==> src/pkg/reconf_pkg.sv <==
package reconf_pkg;
    localparam int          WORD_W        = 16;
    localparam int          ADDR_W        = 6;
    localparam int          CH_N          = 1;
    localparam int          TO_W          = 4;
    localparam int          FROM_W        = 5;
    localparam int          CLK_HZ        = 10_000_000;
    localparam int          OC_CYCLES     = 16;
    localparam logic [5:0]  LAST_ADDR_D   = 6'h1f;
    localparam logic [31:0] A_CTRL        = 32'h0000_0000;
    localparam logic [31:0] A_STATUS      = 32'h0000_0004;
    localparam logic [31:0] A_IRQ_STAT    = 32'h0000_0008;
    localparam logic [31:0] A_IRQ_MASK    = 32'h0000_000c;
    localparam logic [31:0] A_WORD        = 32'h0000_0010;
    localparam logic [31:0] A_LAST        = 32'h0000_0014;
    localparam int          CTRL_WRITE_B  = 0;
    localparam int          CTRL_ACLR_B   = 1;
    localparam int          CTRL_RESET_B  = 2;
    localparam int          IRQ_DONE_B    = 0;
    localparam int          IRQ_OCDONE_B  = 1;
    localparam int          IRQ_STROBE_B  = 2;
    localparam int          IRQ_W         = 3;

    typedef enum logic [1:0] {
        OC_IDLE = 2'b00,
        OC_RUN  = 2'b01,
        OC_DONE = 2'b11
    } oc_state_t;

    typedef struct packed {
        logic              oc_isolate;
        logic              wr_stb;
        logic [ADDR_W-1:0] addr;
        logic [WORD_W-1:0] data;
    } to_ch_t;

    typedef struct packed {
        logic       oc_ack;
        logic [3:0] spare;
    } from_ch_t;
endpackage

==> src/hw/xcvr_reconf.sv <==
// The register offsets and the APB interface to the registers were decided locally.
`timescale 1ns/10ps
`default_nettype none
module xcvr_reconf #(
    parameter bit HAS_RX = 1'b1
) (
    input  wire logic                                 mclk_i,
    input  wire logic                                 rst_n_i,
    input  wire logic                                 psel_i,
    input  wire logic                                 penable_i,
    input  wire logic                                 pwrite_i,
    input  wire logic [31:0]                          paddr_i,
    input  wire logic [31:0]                          pwdata_i,
    output logic      [31:0]                          prdata_o,
    output logic                                      pready_o,
    output logic                                      pslverr_o,
    output logic                                      irq_o,
    output logic                                      busy_o,
    output logic                                      addr_stb_o,
    output logic      [reconf_pkg::ADDR_W-1:0]        word_addr_o,
    output logic                                      load_done_o,
    output reconf_pkg::to_ch_t [reconf_pkg::CH_N-1:0] to_ch_o,
    input  wire reconf_pkg::from_ch_t [reconf_pkg::CH_N-1:0] from_ch_i
);
    localparam logic [reconf_pkg::ADDR_W-1:0] ADDR_ZERO = '0;
    localparam logic [4:0] OC_LAST = 5'(reconf_pkg::OC_CYCLES - 1);

    logic                          wr_acc;
    logic                          rd_acc;
    logic                          ctl_reset;
    logic                          wr_go;
    logic                          aclr;
    logic                          bad_addr;
    logic [reconf_pkg::WORD_W-1:0] word_ff;
    logic [reconf_pkg::ADDR_W-1:0] last_ff;
    logic [reconf_pkg::ADDR_W-1:0] addr_ff;
    logic                          stb_ff;
    logic                          done_ff;
    logic                          wr_ff;
    logic [reconf_pkg::WORD_W-1:0] wdata_ff;
    logic [reconf_pkg::ADDR_W-1:0] waddr_ff;
    reconf_pkg::oc_state_t         oc_ff;
    reconf_pkg::oc_state_t         nxt_oc;
    logic [4:0]                    occnt_ff;
    logic                          pwr1_ff;
    logic [reconf_pkg::IRQ_W-1:0]  ist_ff;
    logic [reconf_pkg::IRQ_W-1:0]  imask_ff;
    logic [reconf_pkg::IRQ_W-1:0]  ev;
    logic [31:0]                   rdata_ff;

    assign pready_o  = 1'b1;
    assign wr_acc    = psel_i & penable_i & pwrite_i;
    assign rd_acc    = psel_i & ~penable_i & ~pwrite_i;
    assign bad_addr  = !(paddr_i inside {reconf_pkg::A_CTRL, reconf_pkg::A_STATUS,
        reconf_pkg::A_IRQ_STAT, reconf_pkg::A_IRQ_MASK, reconf_pkg::A_WORD, reconf_pkg::A_LAST});
    assign pslverr_o = psel_i & penable_i & bad_addr;
    assign prdata_o  = rdata_ff;
    assign ctl_reset = wr_acc && paddr_i == reconf_pkg::A_CTRL
                       && pwdata_i[reconf_pkg::CTRL_RESET_B];
    assign wr_go     = wr_acc && paddr_i == reconf_pkg::A_CTRL
                       && pwdata_i[reconf_pkg::CTRL_WRITE_B] && !ctl_reset;
    assign aclr      = wr_acc && paddr_i == reconf_pkg::A_CTRL
                       && pwdata_i[reconf_pkg::CTRL_ACLR_B];

    // setting word and image length registers
    always_ff @(posedge mclk_i or negedge rst_n_i) begin
        if (!rst_n_i) begin
            word_ff <= '0;
            last_ff <= reconf_pkg::LAST_ADDR_D;
        end else if (ctl_reset) begin
            word_ff <= '0;
            last_ff <= reconf_pkg::LAST_ADDR_D;
        end else if (wr_acc && paddr_i == reconf_pkg::A_WORD) begin
            word_ff <= pwdata_i[reconf_pkg::WORD_W-1:0];
        end else if (wr_acc && paddr_i == reconf_pkg::A_LAST) begin
            last_ff <= pwdata_i[reconf_pkg::ADDR_W-1:0];
        end
    end

    // word launch to the channel bus
    always_ff @(posedge mclk_i or negedge rst_n_i) begin
        if (!rst_n_i) begin
            wr_ff    <= 1'b0;
            wdata_ff <= '0;
            waddr_ff <= '0;
        end else begin
            wr_ff <= wr_go & ~busy_o & ~ctl_reset;
            if (wr_go) begin
                wdata_ff <= word_ff;
                waddr_ff <= addr_ff;
            end
        end
    end

    // word address, strobe and completion flag
    always_ff @(posedge mclk_i or negedge rst_n_i) begin
        if (!rst_n_i) begin
            addr_ff <= '0;
            stb_ff  <= 1'b0;
            done_ff <= 1'b0;
        end else if (ctl_reset) begin
            addr_ff <= '0;
            stb_ff  <= 1'b0;
            done_ff <= 1'b0;
        end else begin
            stb_ff <= wr_ff;
            if (aclr) begin
                addr_ff <= ADDR_ZERO;
            end else if (wr_ff) begin
                addr_ff <= (addr_ff == last_ff) ? ADDR_ZERO
                           : addr_ff + 6'h01;
            end
            if (wr_ff && addr_ff == last_ff) begin
                done_ff <= 1'b1;
            end else if (wr_go && !busy_o && addr_ff == ADDR_ZERO) begin
                done_ff <= 1'b0;
            end
        end
    end

    assign word_addr_o = addr_ff;
    assign addr_stb_o  = stb_ff;
    assign load_done_o = done_ff;

    // offset cancellation sequencer
    always_comb begin
        nxt_oc = oc_ff;
        unique case (oc_ff)
            reconf_pkg::OC_IDLE: begin
                if (pwr1_ff && HAS_RX) begin
                    nxt_oc = reconf_pkg::OC_RUN;
                end
            end
            reconf_pkg::OC_RUN: begin
                if (occnt_ff == OC_LAST) begin
                    nxt_oc = reconf_pkg::OC_DONE;
                end
            end
            reconf_pkg::OC_DONE: nxt_oc = reconf_pkg::OC_DONE;
            default:             nxt_oc = reconf_pkg::OC_IDLE;
        endcase
    end

    always_ff @(posedge mclk_i or negedge rst_n_i) begin
        if (!rst_n_i) begin
            oc_ff    <= reconf_pkg::OC_IDLE;
            occnt_ff <= '0;
            pwr1_ff  <= 1'b0;
        end else if (ctl_reset && oc_ff != reconf_pkg::OC_DONE) begin
            oc_ff    <= reconf_pkg::OC_IDLE;
            occnt_ff <= '0;
            pwr1_ff  <= 1'b1;
        end else begin
            pwr1_ff  <= 1'b1;
            oc_ff    <= nxt_oc;
            occnt_ff <= (oc_ff == reconf_pkg::OC_RUN) ? occnt_ff + 5'h01 : '0;
        end
    end

    assign busy_o = (oc_ff == reconf_pkg::OC_RUN);

    generate
        for (genvar c = 0; c < reconf_pkg::CH_N; c++) begin : g_ch
            assign to_ch_o[c].oc_isolate = (oc_ff == reconf_pkg::OC_RUN);
            assign to_ch_o[c].wr_stb     = wr_ff;
            assign to_ch_o[c].addr       = waddr_ff;
            assign to_ch_o[c].data       = wdata_ff;
        end
    endgenerate

    // interrupt status and mask
    assign ev = {stb_ff, (oc_ff == reconf_pkg::OC_RUN && nxt_oc == reconf_pkg::OC_DONE),
                 (wr_ff && addr_ff == last_ff)};

    always_ff @(posedge mclk_i or negedge rst_n_i) begin
        if (!rst_n_i) begin
            ist_ff   <= '0;
            imask_ff <= '0;
        end else begin
            if (wr_acc && paddr_i == reconf_pkg::A_IRQ_STAT) begin
                ist_ff <= (ist_ff & ~pwdata_i[reconf_pkg::IRQ_W-1:0]) | ev;
            end else begin
                ist_ff <= ist_ff | ev;
            end
            if (wr_acc && paddr_i == reconf_pkg::A_IRQ_MASK) begin
                imask_ff <= pwdata_i[reconf_pkg::IRQ_W-1:0];
            end
        end
    end

    assign irq_o = |(ist_ff & imask_ff);

    // read data captured in setup phase
    always_ff @(posedge mclk_i or negedge rst_n_i) begin
        if (!rst_n_i) begin
            rdata_ff <= '0;
        end else if (rd_acc) begin
            unique case (paddr_i)
                reconf_pkg::A_STATUS:   rdata_ff <= {23'h0, addr_ff, done_ff,
                                                     from_ch_i[0].oc_ack, busy_o};
                reconf_pkg::A_IRQ_STAT: rdata_ff <= {29'h0, ist_ff};
                reconf_pkg::A_IRQ_MASK: rdata_ff <= {29'h0, imask_ff};
                reconf_pkg::A_WORD:     rdata_ff <= {16'h0, word_ff};
                reconf_pkg::A_LAST:     rdata_ff <= {26'h0, last_ff};
                default:                rdata_ff <= '0;
            endcase
        end
    end

    a_busy_low_first: assert property (@(posedge mclk_i)
        disable iff (!rst_n_i)
        !pwr1_ff |-> !busy_o)
        else $error("busy high in first cycle");
    a_busy_len: assert property (@(posedge mclk_i)
        disable iff (!rst_n_i || ctl_reset)
        $rose(busy_o) |-> busy_o [*8] ##1 busy_o [*8] ##1 !busy_o)
        else $error("busy not 16 cycles");
    a_once_only: assert property (@(posedge mclk_i)
        disable iff (!rst_n_i)
        oc_ff == reconf_pkg::OC_DONE |=> !busy_o)
        else $error("cancellation reran");
    a_restart_run: assert property (@(posedge mclk_i)
        disable iff (!rst_n_i)
        ctl_reset && busy_o |=> !busy_o ##1 busy_o)
        else $error("cancellation not restarted");
    a_oc_event: assert property (@(posedge mclk_i)
        disable iff (!rst_n_i)
        $fell(busy_o) && !$past(ctl_reset) |-> ist_ff[reconf_pkg::IRQ_OCDONE_B])
        else $error("busy fell without completion");
    a_stb_after_wr: assert property (@(posedge mclk_i)
        disable iff (!rst_n_i || ctl_reset)
        addr_stb_o |-> $past(wr_ff))
        else $error("strobe without write");
    a_stb_pulse: assert property (@(posedge mclk_i)
        disable iff (!rst_n_i)
        addr_stb_o |=> !addr_stb_o)
        else $error("strobe longer than one cycle");
    a_launch_word: assert property (@(posedge mclk_i)
        disable iff (!rst_n_i)
        wr_go && !busy_o |=> to_ch_o[0].wr_stb && to_ch_o[0].data == $past(word_ff)
            && to_ch_o[0].addr == $past(word_addr_o))
        else $error("word not launched");
    a_wr_refused: assert property (@(posedge mclk_i)
        disable iff (!rst_n_i)
        wr_go && busy_o |=> !to_ch_o[0].wr_stb)
        else $error("launch taken while busy");
    a_addr_step: assert property (@(posedge mclk_i)
        disable iff (!rst_n_i)
        wr_ff && addr_ff != last_ff && !aclr && !ctl_reset |=>
            word_addr_o == $past(addr_ff) + 6'h01)
        else $error("address did not step");
    a_addr_wrap: assert property (@(posedge mclk_i)
        disable iff (!rst_n_i || ctl_reset || aclr)
        wr_ff && addr_ff == last_ff |=> word_addr_o == ADDR_ZERO && load_done_o)
        else $error("no wrap at last address");
    a_done_clear: assert property (@(posedge mclk_i)
        disable iff (!rst_n_i)
        wr_go && !busy_o && !wr_ff && word_addr_o == ADDR_ZERO |=> !load_done_o)
        else $error("done not cleared on new load");
    a_done_hold: assert property (@(posedge mclk_i)
        disable iff (!rst_n_i)
        load_done_o && !wr_go && !ctl_reset |=> load_done_o)
        else $error("done dropped early");
    a_addr_clear: assert property (@(posedge mclk_i)
        disable iff (!rst_n_i)
        aclr |=> word_addr_o == ADDR_ZERO)
        else $error("clear ignored");
    a_reset_abort: assert property (@(posedge mclk_i)
        disable iff (!rst_n_i)
        ctl_reset |=> !load_done_o && word_addr_o == ADDR_ZERO)
        else $error("reset ignored");
    a_iso_busy: assert property (@(posedge mclk_i)
        disable iff (!rst_n_i)
        to_ch_o[0].oc_isolate == busy_o)
        else $error("isolate mismatch");

    c_oc_done: cover property (@(posedge mclk_i) $fell(busy_o));
    c_wrap:    cover property (@(posedge mclk_i) $rose(load_done_o));
    c_abort:   cover property (@(posedge mclk_i) busy_o && ctl_reset);
    c_launch:  cover property (@(posedge mclk_i) to_ch_o[0].wr_stb);
    c_clear:   cover property (@(posedge mclk_i) aclr);
endmodule
`default_nettype wire

==> config.mk <==
export PLATFORM = sky130hd
export DESIGN_NAME = xcvr_reconf
export DESIGN_NICKNAME = d
export VERILOG_FILES = /design/src/pkg/reconf_pkg.sv /design/src/hw/xcvr_reconf.sv
export SDC_FILE = /design/constraint.sdc
export NUM_CORES = 1
export LEC_CHECK = 0
export ABC_AREA = 1
export BUFFER_PORTS_ARGS = -buffer_cell sky130_fd_sc_hd__buf_2
export CAP_MARGIN = 10
export CORE_UTILIZATION = 55
export CTS_BUF_LIST = sky130_fd_sc_hd__clkbuf_16
export CTS_CLUSTER_DIAMETER = 60
export DETAILED_ROUTE_END_ITERATION = 10
export GPL_TIMING_DRIVEN = 0
export PLACE_DENSITY = 0.95
export RECOVER_POWER = 100
export SYNTH_ARGS = -nofsm -noshare
export SYNTH_HDL_FRONTEND = slang
export SYNTH_SLANG_ARGS = --single-unit
export TNS_END_PERCENT = 5
==> constraint.sdc <==
create_clock -name mclk_i -period 4.2 [get_ports mclk_i]
set_clock_uncertainty 0.05 [all_clocks]
set_input_delay 0.21 -clock mclk_i [delete_from_list [all_inputs] [get_ports mclk_i]]
set_output_delay 0.21 -clock mclk_i [all_outputs]
set_load 0.005 [all_outputs]
==> results of run 1 <==
-- worst max path at each step --
stage | slack (ns) | end | startpoint
2_1_floorplan | 2.64 | load_done_o | word_addr_o[2]
3_3_place_gp | 2.28 | wdata_ff[13] | paddr_i[5]
3_5_place_dp | 2.19 | wdata_ff[11] | paddr_i[5]
4_1_cts | 2.21 | load_done_o | word_addr_o[2]
5_1_grt | 1.29 | wdata_ff[1] | paddr_i[5]
6_report | 1.53 | wdata_ff[5] | paddr_i[5]
-- cells in the mapped netlist, drive strengths merged, types with 5 or more instances --
master / n
clkbuf: 8
nand2: 173
inv: 70
o21ai: 51
nor2: 45
dfrtp: 78
nand3: 52
dfstp: 5
nand4: 12
nor3: 6
buf: 28
-- layout by cell type, fill, tap and decap left out, types with 2 or more instances in the layout --
cell / synthesis / routed
inv_1: 70 / 70
xnor2_1: 2 / 2
nor3_1: 4 / 6
a21oi_1: 4 / 4
o211ai_1: 3 / 3
buf_2: 4 / 83
nand2_2: 4 / 2
clkinvlp_4: 0 / 2
conb_1: 2 / 18
o21ai_2: 18 / 2
clkinv_2: 0 / 2
or2_2: 2 / 2
clkbuf_16: 0 / 9
o21ai_0: 31 / 48
nand3_1: 51 / 52
nor2_1: 42 / 43
clkbuf_4: 0 / 2
clkbuf_1: 8 / 33
ha_1: 4 / 4
nand2_1: 168 / 170
dfrtp_1: 78 / 78
nand4_1: 12 / 12
xor2_1: 4 / 4
dfstp_2: 5 / 5
clkbuf_2: 0 / 2
buf_4: 19 / 17
-- critical path: stages --
cell      delay (ns)
buf_2           0.10
nor2_1          0.14
nand2_1         0.11
nor2_1          0.15
nand2_1         0.09
nor2_1          0.39
nand2_4         0.07
nor3_1          0.95
clkbuf_1        0.46
nand2_1         0.12
o21ai_0         0.10
-- per-stage QoR --
stage | total power [uW] | util (%)
global route | 1870 | 68.3
global placement | 1020 | 65.8
finish | 1810 | 68.3
detailed placement | 1030 | 66.2
floorplan | 950 | -
CTS | 1820 | 70.2
-- layer usage --
layer / share of wire, % / track usage (%) / vias up
met5: 0 / 0 / -
met4: 6.0 / 22.4 / 0
met3: 8.5 / 5.03 / 80
met2: 49 / 51.6 / 299
met1: 37 / 37.2 / 2057
li1: - / - / 1979
-- layout make-up --
cell class                 count  area, um2  share of cell area [%]
tap                          102        128                    2.43
clock buffer                   9        225                    4.29
antenna                        1       2.50                  0.0477
sequential                    83       2080                    39.7
inverter                      70        263                    5.01
clock inverter                 7       75.1                    1.43
multi-input combinational    381       1730                    32.9
timing repair buffer         105        527                    10.0
buffer                        36        218                    4.15
-- power by group through the flow --
stage / clock, uW / sequential, uW / combinational [uW]
2_1_floorplan: 0 / 850 / 99.8
3_3_place_gp: 0 / 852 / 164
3_5_place_dp: 0 / 854 / 176
4_1_cts: 801 / 840 / 181
5_1_grt: 833 / 842 / 199
6_report: 797 / 840 / 176
-- flip-flops by register name, indices dropped and copies added (netlist names) --
register and cells:
word_addr_o 6, wr_ff 1, imask_ff 3, prdata_o 16, addr_stb_o 1, word_ff 16, load_done_o 1, wdata_ff 16
ist_ff 3, last_ff 6, waddr_ff 6, oc_ff 2, pwr1_ff 1, occnt_ff 5
-- logic make-up (layout without fill, tap and decap cells) --
logic type / Yosys count / in the layout / synth area share [%]
simple gates: 293 / 293 / 29.4
buf+inv: 106 / 227 / 11.6
flops: 83 / 83 / 47.8
compound gates: 60 / 60 / 8.70
xor+xnor: 6 / 6 / 1.21
fa+ha+maj: 4 / 4 / 1.15
other cells: 2 / 19 / 0.172
==> impl_metrics.py, run 1 <==
metrics = {
    "sta": {
        "rsz0062_at_grt": "false",
        "fin_crit_sh_pct": 63.6,
        "hold_violations": 0,
        "relSlewSlack_pct": 14.7,
        "min_period_ns": 2.67,
        "setup_ws_ns": 1.53,
        "clock.fmax_ghz": 0.375,
        "drv_slew": 0,
        "fin_tns_setup_ns": 0,
        "worst_hold_slack_ns": 0.0262,
        "tightest_slew_ns": 1.28,
        "setup_viol": 0,
    },
    "global_route": {
        "grt_max_degree": 64,
        "first_global_vias": 4345,
        "grtUsageTotal_pct": 31.3,
        "grt_antenna_before_repair": 1,
        "grt_pass1_wl_mm": 20.1,
        "overflow": 0,
    },
    "critical_path": {
        "timing.rr.end": "load_done_o",
        "critPathKind": "in2reg",
        "critPathLaunchType": "input port",
        "cp-end-kind": "register",
        "arrival_ns": 2.89,
        "worstReg2RegStart": "word_addr_o[2]",
        "reg2regPathDepth": 10,
        "cp.required_ns": 4.42,
        "r2r_slack_ns": 2.12,
        "crit_fanout": 10,
    },
    "worst_hold_path": {
        "min_path_cells": 3,
        "hold_end": "word_ff[8]",
        "min_from": "pwdata_i[8]",
        "holdCritPathClass": "in2reg",
    },
    "power": {
        "p_leak_uw": 0.00287,
        "vdd_drop_max_v": 0.000205,
        "sequentialPowerShare_pct": 46.3,
        "combPwrFrac_pct": 9.7,
        "power_density_mw_per_mm2": 346,
        "clockPowerShare_pct": 44.0,
        "p_sw_uw": 449,
        "switching_share_pct": 24.7,
        "internal_power_uw": 1370,
    },
    "route": {
        "first_pass_iters": 11,
        "vias": 4415,
        "postRouteAntennaNets": 0,
        "drc": 1,
        "finalWirelength_mm": 12.3,
        "vias_per_cell": 5.56,
        "drtIter0Drc": 645,
        "wire_per_inst_um": 15.5,
    },
    "run": {
        "cap_violations": 0,
    },
    "place": {
        "place_ws_ns": 2.19,
        "dp_hpwl_mm": 8.81,
        "gp_congestion": 0.933,
        "port_buffers": 103,
        "place_inst": 776,
        "placed_area_mm2": 0.00509,
    },
    "yosys": {
        "syn_area_mm2": 0.00436,
        "synth-seq-cells": 83,
        "synth_ff_type": "dfrtp_1",
        "yosysTopAreaCell": "dfrtp_1",
        "ys_seq_area_share_pct": 47.8,
        "synth.distinct_cells": 36,
        "ys_async_sr_fraction_pct": 100,
        "synth_edf_count": 0,
        "syn_area_per_cell_um2": 7.86,
        "syn_inst": 554,
        "synth_top_area_share_pct": 44.8,
        "synth.area.top_cells": "dfrtp_1, nand2_1, inv_1",
        "yosys_warnings": 0,
    },
    "layout": {
        "finalNonFillerCells": 794,
        "area_growth_pct": 20.4,
        "nFillCells": 638,
        "post-route-cell-area_mm2": 0.00525,
        "nets": 764,
        "layout-drive-gt1-share_pct": 19.7,
    },
    "die": {
        "io_pins": 142,
        "fp.dieH_um": 91,
        "start_util_pct": 56.7,
        "core_mm2": 0.00769,
        "die_x_um": 91,
        "rows": 32,
        "die-area_mm2": 0.00828,
    },
    "status": {
        "status": "complete, but fails checks",
        "violations": "DRC",
    },
    "clocking": {
        "cts_max_path_buffers": 2,
        "post_cts_buffers": 0,
        "path_clk_slew_ns": 0.06,
        "cts_hold_buf": 1,
        "cts_root_buf": "clkbuf_16",
        "worstSkewPairLatency_ns": 0.34,
        "clock-sinks": 83,
        "cts-resized-gates": 0,
        "cts_tree": "yes",
        "h-tree-depth": 3,
        "numCtsBuffers": 9,
    },
}
Power figures use the tool's default switching activity.
==> run 2: changes to the inputs <==
CORE_UTILIZATION = 51   (was 55)
PLACE_DENSITY = 0.89   (was 0.95)
clock period = 2.6 ns   (was 4.2 ns; I/O delays follow)
==> run 2 against run 1 <==
The run now ends clean. Sequential power is 62% higher. Global-route usage decreased by 3.1 points. Clock power is 94% higher. Register-to-register slack lost 1.6 ns. Die area up 7.7%. Setup slack got worse by 1.1 ns. Power up 77%. Sequential share of layout area fell by 1.5 points.
==> impl_metrics.py, run 2 (synthesis results as in run 1) <==
metrics = {
    "status": {
        "status": "complete, no violations",
    },
    "critical_path": {
        "cp.required_ns": 2.81,
        "cp_top_family": "simple AND/OR/NAND/NOR gates",
        "path_cells": "buf_2, nor2_1, nand2_1, nor2_1, nand2_2, nor2_1, nand2_4, nor3_2, clkbuf_1, nand2_1, o21ai_2",
        "critPathKind": "in2reg",
        "cp-end-kind": "register",
        "critPathSlowestCell": "nor3_2",
        "crit_fanout": 10,
        "max_stage_delay_ns": 0.63,
        "cpMostUsedCell": "nor2_1",
        "arrival_ns": 2.39,
        "cp_num_buf_inv": 2,
        "critPathLaunchType": "input port",
    },
    "power": {
        "vdd_drop_max_v": 0.000355,
        "switching_share_pct": 22.1,
        "p_leak_uw": 0.00293,
        "power_density_mw_per_mm2": 588,
        "p_sw_uw": 708,
        "internal_power_uw": 2500,
        "clockPowerShare_pct": 48.3,
        "finalPower_uw": 3210,
        "sequentialPowerShare_pct": 42.3,
        "combPwrFrac_pct": 9.3,
    },
    "global_route": {
        "first_global_vias": 4127,
        "grtUsageTotal_pct": 28.2,
        "use_met1_pct": 36.3,
        "grt_antenna_before_repair": 0,
        "top_usage_layer": "met2",
        "overflow": 0,
        "grt_use_met2_pct": 47.2,
        "grt_max_degree": 64,
        "grt_pass1_wl_mm": 19.3,
        "use_met3_pct": 4.11,
    },
    "die": {
        "start_util_pct": 52.8,
        "core_mm2": 0.00826,
        "fp.dieH_um": 94.4,
        "rows": 33,
        "die_x_um": 94.4,
        "die-area_mm2": 0.00892,
        "io_pins": 142,
    },
    "place": {
        "place_ws_ns": 0.683,
        "gp_congestion": 0.907,
        "dp_hpwl_mm": 8.47,
        "port_buffers": 103,
    },
    "clocking": {
        "cts_tree": "yes",
        "post_cts_buffers": 0,
        "h-tree-depth": 3,
        "cts_hold_buf": 14,
        "path_clk_slew_ns": 0.06,
        "cts_root_buf": "clkbuf_16",
        "cts-resized-gates": 0,
        "worstSkewPairLatency_ns": 0.33,
        "cts_max_path_buffers": 2,
        "numCtsBuffers": 9,
        "clock-sinks": 83,
    },
    "route": {
        "vias": 4270,
        "wire_per_inst_um": 15.0,
        "drc": 0,
        "drtIter0Drc": 427,
        "postRouteAntennaNets": 0,
        "first_pass_iters": 6,
        "finalWirelength_mm": 12.1,
        "vias_per_cell": 5.28,
    },
    "sta": {
        "setup_ws_ns": 0.419,
        "hold_violations": 0,
        "rsz0062_at_grt": "false",
        "clock.fmax_ghz": 0.458,
        "min_period_ns": 2.18,
        "setup_viol": 0,
        "drv_slew": 0,
        "relSlewSlack_pct": 18.3,
        "tightest_slew_ns": 1.22,
        "fin_crit_sh_pct": 83.9,
        "fin_tns_setup_ns": 0,
    },
    "layout": {
        "layout-drive-gt1-share_pct": 18.6,
        "area_growth_pct": 25.3,
        "layout_commonest_cell": "nand2_1",
        "nets": 777,
        "diodes": 0,
        "final_cell_mix": "nand2_1, dfrtp_1, buf_2",
    },
    "worst_hold_path": {
        "holdCritPathClass": "in2reg",
    },
    "run": {
        "cap_violations": 0,
    },
}
==> run 2: power groups by stage <==
stage	Sequential, uW	Clock [uW]	Combinational (uW)
floorplan	1370	0	161
global placement	1380	0	266
detailed placement	1380	0	285
CTS	1360	1560	305
global route	1360	1610	339
finish	1360	1550	300
==> run 2: path summary, 6_finish.rpt <==
| check | end | slack (ns) | startpoint | cells after the start |
|---|---|---|---|---|
| min in group asynchronous | wdata_ff[5] | 0.54 | rst_n_i | 2 |
| min reg2reg | ist_ff[2] | 0.42 | addr_stb_o | 2 |
| max in group asynchronous | last_ff[0] | 1.02 | rst_n_i | 3 |
| max | wdata_ff[11] | 0.42 | paddr_i[7] | 11 |
| min | last_ff[1] | 0.09 | pwdata_i[1] | 3 |
| max reg2reg | load_done_o | 0.51 | word_addr_o[2] | 10 |
==> run 2: through the flow <==
stage	util, %	std cells	area (um2)	hold slack, ns
2_1_floorplan	-	570	4420	-0.216
3_3_place_gp	61.3	778	5060	0.287
3_5_place_dp	61.7	779	5090	-0.0104
4_1_cts	67.8	809	5600	0.0589
5_1_grt	66.1	809	5460	0.102
6_report	66.1	809	5460	0.0900
==> run 2: cell type report <==
| class | instances | area [um2] |
|---|---|---|
| Clock buffer | 9 | 225 |
| Clock inverter | 7 | 140 |
| Sequential cell | 83 | 2080 |
| Buffer | 36 | 224 |
| Timing Repair Buffer | 118 | 646 |
| Tap cell | 105 | 131 |
| Multi-Input combinational cell | 381 | 1750 |
| Fill cell | 694 | 2800 |
| Inverter | 70 | 263 |
==> run 2: per-layer routing <==
metal,part of all wire [%],routed length (um)
met2,50,6020
met4,2.4,295
met5,0,0
met1,40,4860
met3,7.9,960
==> run 2: worst min-delay path, stage by stage <==
cell	delay [ns]
buf_2	0.12
o21ai_0	0.09
o21ai_0	0.09
==> run 3: changes to the inputs <==
CORE_UTILIZATION = 46   (was 51)
PLACE_DENSITY = 0.85   (was 0.89)
clock period = 2 ns   (was 2.6 ns; I/O delays follow)
==> run 3 against run 2 <==
Final cell count increased by 0.62%. Sequential cell count unchanged. Routed wire length decreased by 3.7%. Worst hold slack got worse by 0.080 ns. Non-clock buffer count decreased by 1. Critical path type is now reg2reg. Design area decreased by 0.66%. Highest routed layer unchanged. Die area increased by 11%. Global-route usage decreased by 3.2 points. Largest cell class unchanged.
==> impl_metrics.py, run 3 (synthesis results as in run 1) <==
metrics = {
    "layout": {
        "layout_commonest_cell": "nand2_1",
        "post-route-cell-area_mm2": 0.00542,
        "final_cell_mix": "nand2_1, buf_2, dfrtp_1",
        "diodes": 0,
        "fin_util_pct": 59.0,
        "area_growth_pct": 24.5,
        "layout-drive-gt1-share_pct": 20.5,
        "nets": 776,
        "nFillCells": 804,
    },
    "sta": {
        "setup_viol": 0,
        "tightest_slew_ns": 1.32,
        "min_period_ns": 1.91,
        "setup_ws_ns": 0.0908,
        "fin_crit_sh_pct": 95.5,
        "relSlewSlack_pct": 11.7,
        "drv_slew": 0,
        "rsz0062_at_grt": "false",
        "hold_violations": 0,
        "fin_tns_setup_ns": 0,
        "clock.fmax_ghz": 0.524,
    },
    "die": {
        "core_mm2": 0.00920,
        "start_util_pct": 47.4,
        "io_pins": 142,
        "fp.dieH_um": 99.3,
        "die-area_mm2": 0.00986,
        "rows": 35,
        "die_x_um": 99.3,
    },
    "global_route": {
        "overflow": 0,
        "top_usage_layer": "met2",
        "grt_pass1_wl_mm": 19.1,
        "grtUsageTotal_pct": 24.9,
        "use_met1_pct": 30.5,
        "grt_use_met2_pct": 40.2,
        "first_global_vias": 4097,
        "grt_antenna_before_repair": 0,
        "use_met3_pct": 4.22,
        "grt_max_degree": 62,
    },
    "critical_path": {
        "cpMostUsedCell": "nand2_1",
        "critPathCapture": "load_done_o",
        "cp_top_family": "simple AND/OR/NAND/NOR gates",
        "critPathSlowestCell": "dfrtp_1",
        "critPathKind": "reg2reg",
        "cp_num_buf_inv": 2,
        "path_cells": "inv_1, nand2_1, nand4_1, nor2_1, nand3_1, nand2_1, inv_1, nand3_1, nand2_1",
        "crit_start": "word_addr_o[2]",
        "cp.depth": 9,
        "reg2regPathDepth": 9,
        "arrival_ns": 2.09,
        "timing.rr.end": "load_done_o",
        "cp-end-kind": "register",
        "worstReg2RegStart": "word_addr_o[2]",
        "crit_fanout": 9,
        "r2r_slack_ns": 0.09,
        "cp.required_ns": 2.18,
        "max_stage_delay_ns": 0.60,
        "critPathLaunchType": "register",
    },
    "clocking": {
        "numCtsBuffers": 9,
        "post_cts_buffers": 0,
        "path_clk_slew_ns": 0.06,
        "cts_root_buf": "clkbuf_16",
        "clock-sinks": 83,
        "cts-resized-gates": 0,
        "cts_max_path_buffers": 2,
        "h-tree-depth": 3,
        "cts_tree": "yes",
        "worstSkewPairLatency_ns": 0.34,
    },
    "worst_hold_path": {
        "holdCritPathClass": "in2reg",
    },
    "place": {
        "dp_hpwl_mm": 8.31,
        "port_buffers": 103,
        "placed_area_mm2": 0.00510,
        "place_ws_ns": 0.0407,
        "gp_congestion": 0.908,
    },
    "power": {
        "vdd_drop_max_v": 0.000361,
        "power_density_mw_per_mm2": 682,
        "p_leak_uw": 0.00296,
    },
    "route": {
        "vias_per_cell": 5.22,
        "first_pass_iters": 6,
        "drtIter0Drc": 349,
        "finalWirelength_mm": 11.7,
        "vias": 4247,
        "wire_per_inst_um": 14.4,
        "postRouteAntennaNets": 0,
        "drc": 0,
    },
    "status": {
        "status": "complete, no violations",
    },
    "run": {
        "cap_violations": 0,
    },
}
==> run 3: changes by cell type in the layout (fill, tap and decap cells not counted), moves of 2 or more <==
| cell | before | now |
|---|---|---|
| o21ai_1 | 1 | 4 |
| clkbuf_1 | 42 | 31 |
| o21ai_2 | 5 | 7 |
| o21ai_0 | 45 | 40 |
| bufinv_16 | 4 | 0 |
| buf_6 | 2 | 4 |
| inv_6 | 1 | 3 |
| buf_2 | 74 | 82 |
==> run 3: worst min-delay path, stage by stage <==
cell	delay (ns)
buf_2	0.10
o21ai_0	0.08
o21ai_0	0.08
==> run 3: worst min path at each step <==
stage,from,end,slack [ns],cells after the start
4_1_cts,pwdata_i[0],last_ff[0],0.00006,3
3_3_place_gp,pwdata_i[13],word_ff[13],0.26,3
3_5_place_dp,rst_n_i,wdata_ff[6],-0.04,1
2_1_floorplan,rst_n_i,addr_stb_o,-0.25,0
6_report,pwdata_i[0],last_ff[0],0.01,3
5_1_grt,pwdata_i[0],last_ff[0],0.02,3
==> run 3: power breakdown <==
part           switching, uW  internal (uW)
Combinational            211            177
Clock                    698            847
Sequential              33.0           1730
==> run 3: metrics by stage <==
step | total power [uW] | cells | hold slack (ns)
global route | 3830 | 814 | 0.0156
floorplan | 2000 | 570 | -0.246
detailed placement | 2170 | 785 | -0.0357
CTS | 3720 | 815 | 0.0000586
finish | 3700 | 814 | 0.0104
global placement | 2140 | 784 | 0.256
==> run 3: final cells by class <==
type / count / area, um2 / area share [%]
Clock inverter: 7 / 50.0 / 0.923
Inverter: 70 / 263 / 4.84
Timing Repair Buffer: 118 / 653 / 12.0
Sequential cell: 83 / 2080 / 38.4
Buffer: 35 / 236 / 4.36
Clock buffer: 9 / 225 / 4.15
Tap cell: 111 / 139 / 2.56
Multi-Input combinational cell: 381 / 1770 / 32.7
==> run 3: timing repair <==
item | in CTS | in global routing
endpoints found under the setup margin | 0 | 7
endpoints found under the hold margin | 93 | 0
hold buffers | 14 | 0
==> run 3: layer usage <==
metal | vias up | part of all wire (%)
met2 | 217 | 48
met4 | 0 | 5.1
met5 | - | 0
met3 | 55 | 6.4
li1 | 1997 | -
met1 | 1978 | 40
